## src/shared/dcsu_map.vh

```
// Purpose: constants for the dual channel serial uart
// Assumes: included by bare name from every file that uses its constants
// Notes:   clock select codes below the external ones pick a fixed rate
`ifndef DCSU_MAP_VH
`define DCSU_MAP_VH
`define DCSU_RATE_COUNT   5'h13
`define DCSU_CS_EXT16     5'h13
`define DCSU_CS_EXT1      5'h14
`define DCSU_PAR_EVEN     2'h0
`define DCSU_PAR_ODD      2'h1
`define DCSU_PAR_NONE     2'h2
`define DCSU_PAR_FORCE    2'h3
`define DCSU_STOP_MIN     6'h09
`define DCSU_STOP_MAX     6'h20
`define DCSU_SIXTEENTHS   6'h10
`define DCSU_OSC_SETTLE   16'h0400
`define DCSU_RX_DEPTH     3'h4
`define DCSU_ST_IDLE      3'h0
`define DCSU_ST_START     3'h1
`define DCSU_ST_DATA      3'h2
`define DCSU_ST_PAR       3'h3
`define DCSU_ST_STOP      3'h4
`define DCSU_ST_BRK       3'h5
`endif

```

## src/rtl/dcsu_top.v

```verilog
// Purpose: two full duplex serial channels, each with its own transmit and receive rate generators
// Assumes: host side signals are synchronous to clock_in
// Notes:   channel index 0 is channel a, 1 is channel b
// Overview of operation
// - generator gives sixteen-times ticks for nineteen fixed rates
// - each receiver and transmitter picks its own rate
// - per channel clock select may route the external clock pin
// - external clock is a bit clock or a sixteen-times clock
// - receiver samples on the rising edge of its clock
// - transmitter changes its output on the falling edge
// - serial output sits at mark when idle, looped, or disabled once the current character ends
// - transmitter sends least significant bit first
// - receiver assembles least significant bit first
// - transmitter frames with start, data, parity and stop bits
// - five to eight data bits plus optional parity
// - parity odd, even, none or forced, both directions
// - stop length nine-sixteenths to two bits in sixteenths; one or two whole bits on a bit clock
// - receiver checks stop, parity and break per character, and rechecks start except on a bit clock
// - parity, framing and overrun errors are flagged
// - breaks detected at the stop bit of an all-zero character; start and end reported
// - status view shows active conditions; mask gates interrupt
// - after stop bits with nothing waiting, hold mark and flag empty
`timescale 1ns/100ps
`default_nettype none
`include "dcsu_map.vh"
module dcsu_top #(
  parameter [15:0] OSC_SETTLE_EDGES = `DCSU_OSC_SETTLE
) (
  input  wire        clock_in,
  input  wire        rst_in,
  input  wire        osc_input_in,
  output reg         osc_output_out,
  input  wire        serial_clock_in,
  input  wire        serial_in_line_a_in,
  input  wire        serial_in_line_b_in,
  output wire        serial_out_line_a_out,
  output wire        serial_out_line_b_out,
  input  wire [9:0]  clock_select_setting_a_in,
  input  wire [9:0]  clock_select_setting_b_in,
  input  wire [1:0]  tx_enable_in,
  input  wire [1:0]  local_loopback_in,
  input  wire [3:0]  char_length_in,
  input  wire [3:0]  parity_mode_in,
  input  wire [1:0]  parity_force_in,
  input  wire [11:0] stop_length_in,
  input  wire [15:0] tx_data_in,
  input  wire [1:0]  tx_write_in,
  output wire [1:0]  tx_ready_out,
  output wire [1:0]  transmitter_empty_flag_out,
  output wire [15:0] rx_data_out,
  output wire [5:0]  rx_status_out,
  output wire [1:0]  rx_ready_out,
  input  wire [1:0]  rx_read_in,
  output wire [1:0]  overrun_out,
  input  wire [1:0]  status_clear_in,
  output wire [8:0]  interrupt_status_view_out,
  input  wire [8:0]  interrupt_enable_mask_in,
  output wire        irq_out,
  output wire        oscillator_unstable_flag_out
);
  wire        osc_lvl;
  wire        osc_rise;
  wire        sclk_rise;
  wire        sclk_fall;
  wire [1:0]  rx_lvl;
  wire [1:0]  tx_pin;
  wire [19:0] cs_all = {clock_select_setting_b_in, clock_select_setting_a_in};
  wire [7:0]  view_w;
  reg  [15:0] osc_cnt_q;
  reg         osc_unstable_q;

  dcsu_sync u_osc_sync (
    .clock_in  (clock_in),
    .rst_in    (rst_in),
    .level_in  (osc_input_in),
    .level_out (osc_lvl),
    .rise_out  (osc_rise),
    .fall_out  ()
  );
  dcsu_sync u_sclk_sync (
    .clock_in  (clock_in),
    .rst_in    (rst_in),
    .level_in  (serial_clock_in),
    .level_out (),
    .rise_out  (sclk_rise),
    .fall_out  (sclk_fall)
  );
  dcsu_sync u_rxa_sync (
    .clock_in  (clock_in),
    .rst_in    (rst_in),
    .level_in  (serial_in_line_a_in),
    .level_out (rx_lvl[0]),
    .rise_out  (),
    .fall_out  ()
  );
  dcsu_sync u_rxb_sync (
    .clock_in  (clock_in),
    .rst_in    (rst_in),
    .level_in  (serial_in_line_b_in),
    .level_out (rx_lvl[1]),
    .rise_out  (),
    .fall_out  ()
  );

  // oscillator counts as unstable until enough edges have been seen
  always @(posedge clock_in) begin
    if (rst_in) begin
      osc_cnt_q      <= 16'h0000;
      osc_unstable_q <= 1'b1;
      osc_output_out <= 1'b0;
    end else begin
      osc_output_out <= ~osc_lvl;
      if (osc_rise && osc_unstable_q) begin
        osc_cnt_q <= osc_cnt_q + 16'h0001;
        if (osc_cnt_q >= OSC_SETTLE_EDGES - 16'h0001) begin
          osc_unstable_q <= 1'b0;
        end
      end
    end
  end
  assign oscillator_unstable_flag_out = osc_unstable_q;

  genvar g;
  generate
    for (g = 0; g < 2; g = g + 1) begin : ch
      wire [9:0] cs      = cs_all[g*10 +: 10];
      wire [4:0] tsel    = cs[4:0];
      wire [4:0] rsel    = cs[9:5];
      wire [1:0] len     = char_length_in[g*2 +: 2];
      wire [1:0] pm      = parity_mode_in[g*2 +: 2];
      wire       pforce  = parity_force_in[g];
      wire       loop    = local_loopback_in[g];
      wire [5:0] sl_raw  = stop_length_in[g*6 +: 6];
      wire [5:0] sl      = (sl_raw < `DCSU_STOP_MIN) ? `DCSU_STOP_MIN :
                           (sl_raw > `DCSU_STOP_MAX) ? `DCSU_STOP_MAX : sl_raw;
      wire [2:0] nb_m1   = {1'b0, len} + 3'h4;
      wire [7:0] dmask   = 8'hff >> (2'h3 - len);
      wire       par_en  = (pm != `DCSU_PAR_NONE);
      wire       gen_tt;
      wire       gen_rt;

      dcsu_baud_gen u_tx_gen (
        .clock_in    (clock_in),
        .rst_in      (rst_in),
        .osc_tick_in (osc_rise),
        .rate_sel_in (tsel),
        .tick_out    (gen_tt)
      );
      dcsu_baud_gen u_rx_gen (
        .clock_in    (clock_in),
        .rst_in      (rst_in),
        .osc_tick_in (osc_rise),
        .rate_sel_in (rsel),
        .tick_out    (gen_rt)
      );

      // transmitter
      reg  [2:0] tst_q;
      reg  [3:0] tcnt_q;
      reg  [2:0] tbit_q;
      reg  [7:0] tsh_q;
      reg  [7:0] thold_q;
      reg        thold_full_q;
      reg        tline_q;
      reg        tout_q;
      reg        tempty_q;
      reg  [5:0] tstop_q;
      wire       t_ext   = (tsel == `DCSU_CS_EXT16) || (tsel == `DCSU_CS_EXT1);
      wire       t_x1    = (tsel == `DCSU_CS_EXT1);
      wire       ttick   = t_ext ? sclk_fall : gen_tt;
      wire       tbit_end = ttick && (t_x1 || tcnt_q == 4'hf);
      wire [7:0] tdat    = tsh_q & dmask;
      wire       tpar    = (pm == `DCSU_PAR_FORCE) ? pforce :
                           (pm == `DCSU_PAR_ODD) ? ~^tdat : ^tdat;
      wire [5:0] tinc    = t_x1 ? `DCSU_SIXTEENTHS : 6'h01;
      wire       tstop_done = (tst_q == `DCSU_ST_STOP) && ttick && (tstop_q + tinc >= sl);
      wire       tstart_ok  = tx_enable_in[g] && thold_full_q;
      wire       twr     = tx_write_in[g] && !thold_full_q;

      always @(posedge clock_in) begin
        if (rst_in) begin
          tst_q        <= `DCSU_ST_IDLE;
          tcnt_q       <= 4'h0;
          tbit_q       <= 3'h0;
          tsh_q        <= 8'h00;
          thold_q      <= 8'h00;
          thold_full_q <= 1'b0;
          tline_q      <= 1'b1;
          tout_q       <= 1'b1;
          tempty_q     <= 1'b1;
          tstop_q      <= 6'h00;
        end else begin
          tout_q <= loop ? 1'b1 : tline_q;
          if (twr) begin
            thold_q      <= tx_data_in[g*8 +: 8];
            thold_full_q <= 1'b1;
            tempty_q     <= 1'b0;
          end
          if (ttick && tst_q != `DCSU_ST_IDLE) begin
            tcnt_q <= tcnt_q + 4'h1;
          end
          case (tst_q)
            `DCSU_ST_IDLE: begin
              if (ttick && tstart_ok) begin
                tsh_q        <= thold_q;
                thold_full_q <= 1'b0;
                tline_q      <= 1'b0;
                tcnt_q       <= 4'h0;
                tst_q        <= `DCSU_ST_START;
              end
            end
            `DCSU_ST_START: begin
              if (tbit_end) begin
                tline_q <= tsh_q[0];
                tbit_q  <= 3'h0;
                tst_q   <= `DCSU_ST_DATA;
              end
            end
            `DCSU_ST_DATA: begin
              if (tbit_end) begin
                if (tbit_q == nb_m1) begin
                  tstop_q <= 6'h00;
                  if (par_en) begin
                    tline_q <= tpar;
                    tst_q   <= `DCSU_ST_PAR;
                  end else begin
                    tline_q <= 1'b1;
                    tst_q   <= `DCSU_ST_STOP;
                  end
                end else begin
                  tbit_q  <= tbit_q + 3'h1;
                  tline_q <= tsh_q[tbit_q + 3'h1];
                end
              end
            end
            `DCSU_ST_PAR: begin
              if (tbit_end) begin
                tline_q <= 1'b1;
                tst_q   <= `DCSU_ST_STOP;
              end
            end
            `DCSU_ST_STOP: begin
              if (ttick) begin
                tstop_q <= tstop_q + tinc;
              end
              if (tstop_done) begin
                tcnt_q <= 4'h0;
                if (tstart_ok) begin
                  tsh_q        <= thold_q;
                  thold_full_q <= 1'b0;
                  tline_q      <= 1'b0;
                  tst_q        <= `DCSU_ST_START;
                end else begin
                  tst_q <= `DCSU_ST_IDLE;
                  if (!twr) begin
                    tempty_q <= 1'b1;
                  end
                end
              end
            end
            default: tst_q <= `DCSU_ST_IDLE;
          endcase
        end
      end
      assign tx_pin[g]                     = tout_q;
      assign tx_ready_out[g]               = !thold_full_q;
      assign transmitter_empty_flag_out[g] = tempty_q;

      // receiver
      reg  [2:0]  rst_q;
      reg  [3:0]  rcnt_q;
      reg  [2:0]  rbit_q;
      reg  [7:0]  rsh_q;
      reg         rpbit_q;
      reg         rperr_q;
      reg  [10:0] fifo_q [0:3];
      reg  [1:0]  wr_q;
      reg  [1:0]  rd_q;
      reg  [2:0]  fcnt_q;
      reg         ovr_q;
      reg         brkchg_q;
      wire        rl     = loop ? tline_q : rx_lvl[g];
      wire        r_ext  = (rsel == `DCSU_CS_EXT16) || (rsel == `DCSU_CS_EXT1);
      wire        r_x1   = (rsel == `DCSU_CS_EXT1);
      wire        rtick  = r_ext ? sclk_rise : gen_rt;
      wire        rsamp  = rtick && (r_x1 || rcnt_q == 4'hf);
      wire [7:0]  rdat   = rsh_q & dmask;
      wire        rexp   = (pm == `DCSU_PAR_FORCE) ? pforce :
                           (pm == `DCSU_PAR_ODD) ? ~^rdat : ^rdat;
      wire        push   = (rst_q == `DCSU_ST_STOP) && rsamp;
      wire        rbrk   = (rdat == 8'h00) && !rl && !(par_en && rpbit_q);
      wire        full   = (fcnt_q == `DCSU_RX_DEPTH);
      wire        wr_ok  = push && !full;
      wire        pop    = rx_read_in[g] && (fcnt_q != 3'h0);
      wire        brk_end = (rst_q == `DCSU_ST_BRK) && rtick && rl;
      wire        clr    = status_clear_in[g];

      always @(posedge clock_in) begin
        if (rst_in) begin
          rst_q    <= `DCSU_ST_IDLE;
          rcnt_q   <= 4'h0;
          rbit_q   <= 3'h0;
          rsh_q    <= 8'h00;
          rpbit_q  <= 1'b0;
          rperr_q  <= 1'b0;
          wr_q     <= 2'h0;
          rd_q     <= 2'h0;
          fcnt_q   <= 3'h0;
          ovr_q    <= 1'b0;
          brkchg_q <= 1'b0;
        end else begin
          if (rtick && rst_q != `DCSU_ST_IDLE) begin
            rcnt_q <= rcnt_q + 4'h1;
          end
          case (rst_q)
            `DCSU_ST_IDLE: begin
              if (rtick && !rl) begin
                rcnt_q  <= 4'h0;
                rbit_q  <= 3'h0;
                rsh_q   <= 8'h00;
                rperr_q <= 1'b0;
                rpbit_q <= 1'b0;
                rst_q   <= r_x1 ? `DCSU_ST_DATA : `DCSU_ST_START;
              end
            end
            `DCSU_ST_START: begin
              // mid-bit recheck rejects glitches as false starts
              if (rtick && rcnt_q == 4'h7) begin
                rcnt_q <= 4'h0;
                rst_q  <= rl ? `DCSU_ST_IDLE : `DCSU_ST_DATA;
              end
            end
            `DCSU_ST_DATA: begin
              if (rsamp) begin
                rsh_q[rbit_q] <= rl;
                rbit_q        <= rbit_q + 3'h1;
                if (rbit_q == nb_m1) begin
                  rst_q <= par_en ? `DCSU_ST_PAR : `DCSU_ST_STOP;
                end
              end
            end
            `DCSU_ST_PAR: begin
              if (rsamp) begin
                rpbit_q <= rl;
                rperr_q <= (rl != rexp);
                rst_q   <= `DCSU_ST_STOP;
              end
            end
            `DCSU_ST_STOP: begin
              if (rsamp) begin
                rst_q <= rbrk ? `DCSU_ST_BRK : `DCSU_ST_IDLE;
              end
            end
            `DCSU_ST_BRK: begin
              if (brk_end) begin
                rst_q <= `DCSU_ST_IDLE;
              end
            end
            default: rst_q <= `DCSU_ST_IDLE;
          endcase
          if (wr_ok) begin
            fifo_q[wr_q] <= {rbrk, !rl, rperr_q, rdat};
            wr_q         <= wr_q + 2'h1;
          end
          if (pop) begin
            rd_q <= rd_q + 2'h1;
          end
          fcnt_q <= fcnt_q + {2'h0, wr_ok} - {2'h0, pop};
          // a new event in the clearing cycle still wins
          ovr_q    <= (push && full) | (ovr_q & ~clr);
          brkchg_q <= (push && rbrk) | brk_end | (brkchg_q & ~clr);
        end
      end
      assign rx_data_out[g*8 +: 8]   = fifo_q[rd_q][7:0];
      assign rx_status_out[g*3 +: 3] = fifo_q[rd_q][10:8];
      assign rx_ready_out[g]         = (fcnt_q != 3'h0);
      assign overrun_out[g]          = ovr_q;
      assign view_w[g*4 +: 4]        = {tempty_q, brkchg_q, rx_ready_out[g], !thold_full_q};
    end
  endgenerate

  assign serial_out_line_a_out     = tx_pin[0];
  assign serial_out_line_b_out     = tx_pin[1];
  assign interrupt_status_view_out = {osc_unstable_q, view_w};
  assign irq_out = |(interrupt_status_view_out & interrupt_enable_mask_in);
endmodule // dcsu_top
`default_nettype wire

```

## src/rtl/dcsu_sync.v

```verilog
// Purpose: two flop synchroniser with edge pulses
// Assumes: level_in is asynchronous to clock_in
// Notes:   edges are taken from the second flop onward only
`timescale 1ns/100ps
`default_nettype none
module dcsu_sync (
  input  wire clock_in,
  input  wire rst_in,
  input  wire level_in,
  output wire level_out,
  output wire rise_out,
  output wire fall_out
);
  reg meta_q;
  reg sync_q;
  reg prev_q;
  always @(posedge clock_in) begin
    if (rst_in) begin
      meta_q <= 1'b1;
      sync_q <= 1'b1;
      prev_q <= 1'b1;
    end else begin
      meta_q <= level_in;
      sync_q <= meta_q;
      prev_q <= sync_q;
    end
  end
  assign level_out = sync_q;
  assign rise_out  = sync_q & ~prev_q;
  assign fall_out  = ~sync_q & prev_q;
endmodule // dcsu_sync
`default_nettype wire

```

## src/rtl/dcsu_baud_gen.v

```verilog
// Purpose: sixteen times rate tick from the oscillator
// Assumes: osc_tick_in pulses once per oscillator period
// Notes:   divisors assume the nominal oscillator frequency
`timescale 1ns/100ps
`default_nettype none
`include "dcsu_map.vh"
module dcsu_baud_gen (
  input  wire       clock_in,
  input  wire       rst_in,
  input  wire       osc_tick_in,
  input  wire [4:0] rate_sel_in,
  output reg        tick_out
);
  reg  [12:0] cnt_q;
  reg  [12:0] div_w;
  always @* begin
    case (rate_sel_in)
      5'h00:   div_w = 13'h1200;
      5'h01:   div_w = 13'h0c00;
      5'h02:   div_w = 13'h082f;
      5'h03:   div_w = 13'h06b1;
      5'h04:   div_w = 13'h0600;
      5'h05:   div_w = 13'h0480;
      5'h06:   div_w = 13'h0300;
      5'h07:   div_w = 13'h0180;
      5'h08:   div_w = 13'h00db;
      5'h09:   div_w = 13'h00c0;
      5'h0a:   div_w = 13'h0080;
      5'h0b:   div_w = 13'h0073;
      5'h0c:   div_w = 13'h0060;
      5'h0d:   div_w = 13'h0030;
      5'h0e:   div_w = 13'h0020;
      5'h0f:   div_w = 13'h0018;
      5'h10:   div_w = 13'h000c;
      5'h11:   div_w = 13'h0006;
      5'h12:   div_w = 13'h0003;
      default: div_w = 13'h0003;
    endcase
  end
  // >= keeps a rate change from stranding the counter above the divisor
  always @(posedge clock_in) begin
    if (rst_in) begin
      cnt_q    <= 13'h0000;
      tick_out <= 1'b0;
    end else if (osc_tick_in) begin
      if (cnt_q >= div_w - 13'h0001) begin
        cnt_q    <= 13'h0000;
        tick_out <= 1'b1;
      end else begin
        cnt_q    <= cnt_q + 13'h0001;
        tick_out <= 1'b0;
      end
    end else begin
      tick_out <= 1'b0;
    end
  end
endmodule // dcsu_baud_gen
`default_nettype wire

```

## config.mk

```make
export PLATFORM = sky130hd
export DESIGN_NAME = dcsu_top
export DESIGN_NICKNAME = d
export VERILOG_FILES = /design/src/rtl/dcsu_top.v /design/src/rtl/dcsu_sync.v /design/src/rtl/dcsu_baud_gen.v
export VERILOG_INCLUDE_DIRS = /design/src /design/src/shared
export SDC_FILE = /design/constraint.sdc
export NUM_CORES = 1
export LEC_CHECK = 0
export BUFFER_PORTS_ARGS = -buffer_cell sky130_fd_sc_hd__buf_2
export CAP_MARGIN = 20
export CORE_MARGIN = 4
export CORE_UTILIZATION = 65
export CTS_CLUSTER_DIAMETER = 200
export DETAILED_ROUTE_END_ITERATION = 12
export PLACE_DENSITY_LB_ADDON = 0.05
export SYNTH_ARGS = -nofsm -noshare
export SYNTH_HDL_FRONTEND = slang
export SYNTH_SLANG_ARGS = --single-unit
```

## constraint.sdc

```tcl
create_clock -name clock_in -period 5.67 [get_ports clock_in]
set_input_delay 0.2835 -clock clock_in [delete_from_list [all_inputs] [get_ports clock_in]]
set_output_delay 0.2835 -clock clock_in [all_outputs]
set_load 0.01 [all_outputs]
```

Word-level counts from Yosys, hierarchy flattened. Memory sizes are Yosys's and may differ from the RTL's. A register that Yosys moved wholly into a read port is not among the register bits. Cells that the tools add are included.

$add $sub $neg: 31. $mul: 0. Div/mod/pow operators: 0. Order comparisons: 17. Equal/unequal tests: 78. Shift operators: 2. Multiplexer cells: 188. Bitwise gates (word level): 25. Reductions and logical operators: 114.

Operators by type and width (count): 3-bit 2-to-1 mux (40); 8-bit 2-to-1 mux (10); 1-bit 2-to-1 mux (70); 2-bit != test, second input constant (34); 8-bit case mux with 2 select lines (4); 6-bit 2-to-1 mux (10); 13-bit by 1-bit adder with 13-bit output, second input constant (4); 13-bit >= comparator (4); 13-bit 2-to-1 mux (4); 13-bit by 1-bit subtractor with 13-bit output, second input constant (4); 4-bit 2-to-1 mux (12); 1-bit logical AND (45); 5-bit == test, second input constant (8); 3-bit case mux with 6 select lines (2); 8-bit bitwise AND (4); 4-bit case mux with 2 select lines (4); 8-bit XNOR reduction (4); 8-bit XOR reduction (4); 3-bit case mux with 5 select lines (2); 7-bit AND reduction (4); 3-bit by 2-bit == test with 1-bit output, second input constant (8); 3-bit == test, second input constant (8); 3-bit case mux with 2 select lines (4); 6-bit case mux with 2 select lines (2); 47 further kinds (160).

Bits in registers: 214. Bits in latches: 0. RAM bits: 88. Memory bits (read-only): 1664. Input port bits: 83. Output and inout port bits: 44. Word-level logic and storage cells: 524. Memories kept: 6.

Memory list: (no name shown) (words 32, bits a word 13, read ports 1, clocked after Yosys merged registers in 0, wr ports 0, line dcsu_baud_gen.v:17) `case (rate_sel_in)`; (no name shown) (words 32, bits a word 13, read ports 1, clocked after Yosys merged registers in 0, wr ports 0, line dcsu_baud_gen.v:17); (no name shown) (words 32, bits a word 13, read ports 1, clocked after Yosys merged registers in 0, wr ports 0, line dcsu_baud_gen.v:17); (no name shown) (words 32, bits a word 13, read ports 1, clocked after Yosys merged registers in 0, wr ports 0, line dcsu_baud_gen.v:17); ch[0].fifo_q (words 4, bits a word 11, read ports 1, clocked after Yosys merged registers in 1, wr ports 1, line dcsu_top.v:276) `reg [10:0] fifo_q [0:3];`; ch[1].fifo_q (words 4, bits a word 11, read ports 1, clocked after Yosys merged registers in 1, wr ports 1, line dcsu_top.v:276).

Longest topological paths before layout.
Word-level depth: 10. Mapped depth: 19. Gate-level depth less buffers: 18.

Cells and area by module. From an unflattened synthesis, not the netlist that was laid out.

Cell total of the unflattened synthesis: 1952. Area total of the unflattened synthesis: 18521.5 um^2.

By module, submodules not included: dcsu_top (times used 1, cells an instance 1223, area each 12284.3 um^2, sequential area each 5685.5 um^2); dcsu_baud_gen (ch[0].u_rx_gen ...) (times used 2, cells an instance 172, area each 1483.9 um^2, sequential area each 280.3 um^2); dcsu_baud_gen (ch[1].u_rx_gen) (times used 1, cells an instance 178, area each 1482.7 um^2, sequential area each 280.3 um^2); dcsu_baud_gen (ch[1].u_tx_gen) (times used 1, cells an instance 175, area each 1416.4 um^2, sequential area each 280.3 um^2); dcsu_sync (times used 4, cells an instance 8, area each 92.6 um^2, sequential area each 60.1 um^2).

Least setup slack after synthesis. OpenSTA, ideal clock, no wires.

Path type: input -> register. From: input clock_select_setting_b_in[0]. To: register ch[1].u_tx_gen.cnt_q[10]. Library setup time: 0.137 ns. Data arrival time: 3.588 ns. Data required time: 5.533 ns. Setup slack: 1.945 ns. Stages on the path: 17. Buffers on the path: 0. Path through: inv_1 > ha_1 > nor2b_1 > o21ai_1 > a21oi_1 > or4_1 > or2_1 > mux2_1 > a211oi_2 > ha_1 > nand4_1 > nor4_1 > a211oi_1 > o21ai_0 > o21ai_1 > o21ai_1 > nor2_1.

Cells in the longest elaborated chain, start to end: 4.

RTL lines: start: declaration (line dcsu_top.v:39) `input wire [9:0] clock_select_setting_b_in,`; memory 32 x 13 bit; 13-bit by 1-bit subtractor with 13-bit output (line dcsu_baud_gen.v:46) `if (cnt_q >= div_w - 13'h0001) begin`; 13-bit >= comparator (line dcsu_baud_gen.v:46); 13-bit 2-to-1 mux (line dcsu_baud_gen.v:46); end signal: assignment (line dcsu_baud_gen.v:50) `cnt_q <= cnt_q + 13'h0001;`; end: declaration (line dcsu_baud_gen.v:14) `reg [12:0] cnt_q;`.

Every way passes these cells. A chain may end at the register's enable or synchronous reset.

Worst setup path in the final report.
From: input clock_select_setting_b_in[0]. To: register ch[1].u_tx_gen.cnt_q[7].

The elaborated chain is that of the path after synthesis.

==> impl_metrics.toml <==
[status]
outcome = "complete, no violations"

[setup_path]
slowest_stage = "o21ai_1"
critPathArrivalTime_ns = 4.33
crit_chain = "buf_2 -> inv_1 -> ha_1 -> nor2b_1 -> o21ai_1 -> a21oi_1 -> or4_1 -> or2_1 -> mux2_1 -> a211oi_2 -> ha_1 -> nand4_1 -> nor4_1 -> a211oi_1 -> o21ai_0 -> o21ai_1 -> o21ai_1 -> nor2_1"
crit_path_end_kind = "flip-flop"
worstSetupStartpointType = "primary input"
crit_buf_inv = 2
crit_type = "primary input to flip-flop"
critical_path.max_fanout = 10
cpPeakStageDelay_ns = 0.57
cpMostUsedCell = "o21ai_1"
worstPathRequired_ns = 6.04
cp_top_family = "compound AO/OA/AOI/OAI gates"

[die]
die_h_um = 173
std_cell_rows = 60
initial_core_util_pct = 65.8
core_um2 = 26800
dieArea_um2 = 29800
die_w_um = 173
io_pins = 127

[routing]
drtAntennaViolNets = 0
vias_per_cell = 5.94
post_drt_wl_per_cell_um = 16.2
vias = 14200
wl_met2_um = 18100
wirelength_met1_um = 17700
drt-total-wl_um = 38800
drt_first_pass_iters = 5
drt_iter0_markers = 891
top_layer = "met5"
drc = 0
dr_wl_met3_um = 1970

[place]
place_area_um2 = 18300
hpwlAfterDp_um = 28000
dp_cells = 2322
port_buffers = 126
gp_congestion = 0.915

[logic_synthesis]
synth_xor_area_share_pct = 6.94
synthesis.nets = 2150
synth_compound_area_share_pct = 13.6
syn_area_per_cell_um2 = 9.07
synth_flop_cell = "dfxtp_1"
yosysUniqueCellTypes = 79
synth_simple_gate_area_share_pct = 20.2
synth_largest_area_cell = "dfxtp_1"
synth_top_cell_area_share_pct = 24.8
synth_adder_area_share_pct = 8.96
synth_area_um2 = 17600
ys_top_cells_by_area = "dfxtp_1 25%, edfxtp_1 15%, ha_1 8.7%"
ys_ff_latch = 306
synthCells = 1942
synth_top_family_by_area = "simple AND/OR/NAND/NOR gates"
ys_async_sr_fraction_pct = 0
synth_edf_count = 88
synth_mux_area_share_pct = 6.54
yosysWarnings = 0
yosysSeqAreaShare_pct = 39.8

[cells_and_area]
fin_area_um2 = 19500
fin_nets = 2236
syn2layout_area_growth_pct = 10.8
fin_cells = 2397
drive_above_1_share_pct = 11.6

[timing]
tns_ns = 0
relSlewSlack_pct = 29.9
fin_crit_ns = 3.96
setup_viol = 0
max_freq_ghz = 0.253
rsz0062_at_grt = "false"
worst_pin_slew_ns = 1.05
slew_viol_final = 0
finalCritPeriodShare_pct = 69.8
fin_skew_ns = 0.0121
hold_viol_final = 0

[global_route]
grt_overflow = 0
first_global_vias = 13500
antenna_found_initial = 3
grt_pass1_wl_um = 65400
grt_util_all_layers_pct = 25.5
grt_max_degree = 81

[clock_network]
holdBufCountCts = 10
cts.clk_slew.worst_paths_ns = 0.06
ctsRootBufferMaster = "clkbuf_16"
cts_htree_levels = 2
postCtsSetupBuffers = 0
cts_tree = "done"
cts-resized-gates = 0
cts_max_path_buffers = 3
cts.sinks = 306
cts_made_buffers = 34
insertion_delay_ns = 0.52

[worst_hold_path]
holdCritPathClass = "primary input to flip-flop"

[flow_run]
drv_cap = 0

[power]
p_total_mw = 5.44
leakagePower_nw = 7.70
powerDensity_nw_per_um2 = 279
vdd_drop_max_mv = 0.245
## cell families (layout without fill, tap and decap cells)
family,count (synthesis),after routing
AND/OR/NAND/NOR,739,739
AO/OA/AOI/OAI,385,385
flip-flops,306,306
buffers and inverters,168,280
XOR/XNOR,138,138
adder cells (fa/ha/maj),125,125
multiplexers,81,81
other,0,2
## Yosys cell counts, types with 54 or more instances
master / number
a21oi_1: 133
clkbuf_1: 62
dfxtp_1: 218
edfxtp_1: 88
ha_1: 123
inv_1: 73
nand2_1: 182
nand3_1: 74
nor2_1: 227
o21ai_0: 54
xnor2_1: 83
xor2_1: 54
## state kept, by name, indices dropped and copies added (netlist names), 4 cells and up, named ones only
name               cells
ch.fifo_q             88
ch.u_rx_gen.cnt_q     26
ch.u_tx_gen.cnt_q     26
ch.rsh_q              16
ch.thold_q            16
ch.tsh_q              16
osc_cnt_q             16
ch.tstop_q            12
ch.rcnt_q              8
ch.tcnt_q              8
ch.fcnt_q              6
ch.rbit_q              6
ch.rst_q               6
ch.tbit_q              6
ch.tst_q               6
ch.rd_q                4
ch.wr_q                4
## final timing paths
path	end	slack, ns	depth (start not counted)	startpoint
setup reg to reg	ch[1].fcnt_q[2]$_SDFF_PP0_	2.33	13	u_sclk_sync.level_out$_SDFF_PP1_
hold reg to reg	u_osc_sync.level_out$_SDFF_PP1_	0.41	1	u_osc_sync.meta_q$_SDFF_PP1_
setup / recovery	ch[1].u_tx_gen.cnt_q[7]$_SDFFE_PP0P_	1.71	18	clock_select_setting_b_in[0]
hold / removal	ch[1].thold_q[4]$_SDFFE_PP0P_	0.01	3	tx_data_in[12]
## report_power, final
part | leakage [nW] | switching, mW | total, mW | internal [mW]
logic | 4.57 | 0.456 | 0.845 | 0.390
registers | 2.59 | 0.111 | 2.41 | 2.30
clock network | 0.535 | 0.891 | 2.18 | 1.29
## layout make-up
type / instances / area (um^2)
Sequential cell: 306 / 7010
Inverter: 77 / 289
Timing Repair Buffer: 141 / 768
Tap cell: 341 / 427
Fill cell: 2071 / 7280
Clock buffer: 43 / 915
Multi-Input combinational cell: 1468 / 9910
Antenna cell: 2 / 5.00
Clock inverter: 19 / 199
## per-layer routing
| metal | up-vias | global-route usage, % |
|---|---|---|
| met5 | - | 0 |
| met4 | 2 | 7.15 |
| met3 | 76 | 4.33 |
| met2 | 317 | 42.4 |
| met1 | 6719 | 34.7 |
| li1 | 7121 | - |
## worst register-to-register path, delay by kind of cell, from the launching register on
family | cells | cell delay (ns)
buf+inv | 2 | 0.11
compound gates | 1 | 0.47
flops | 1 | 0.34
fa+ha+maj | 3 | 0.83
simple gates | 5 | 1.14
xor+xnor | 2 | 0.31
## metrics by stage
| stage | utilization, % | setup WS (ns) | hold slack (ns) |
|---|---|---|---|
| final | 72.8 | 1.71 | 0.0136 |
| after global routing | 72.8 | 1.31 | 0.0217 |
| after CTS | 72.8 | 1.69 | 0.000909 |
| after detailed placement | 68.3 | 1.19 | 0.399 |
| after global placement | 68.3 | 1.36 | 0.399 |
| after floorplan | - | 1.94 | 0.386 |
## placed cells by master, fill, tap and decap left out, types with 34 or more instances in the layout
master	netlist	layout
xor2_1	54	54
xnor2_1	83	83
clkbuf_16	0	34
nor2b_1	39	39
nor2_1	227	227
edfxtp_1	88	88
o21ai_0	54	54
o21ai_1	38	38
ha_1	123	123
nand3_1	74	74
dfxtp_1	218	218
inv_1	73	73
buf_2	11	126
nand2_1	182	182
a21oi_1	133	133
mux2i_1	45	45
(Power assumes the default switching activity.)
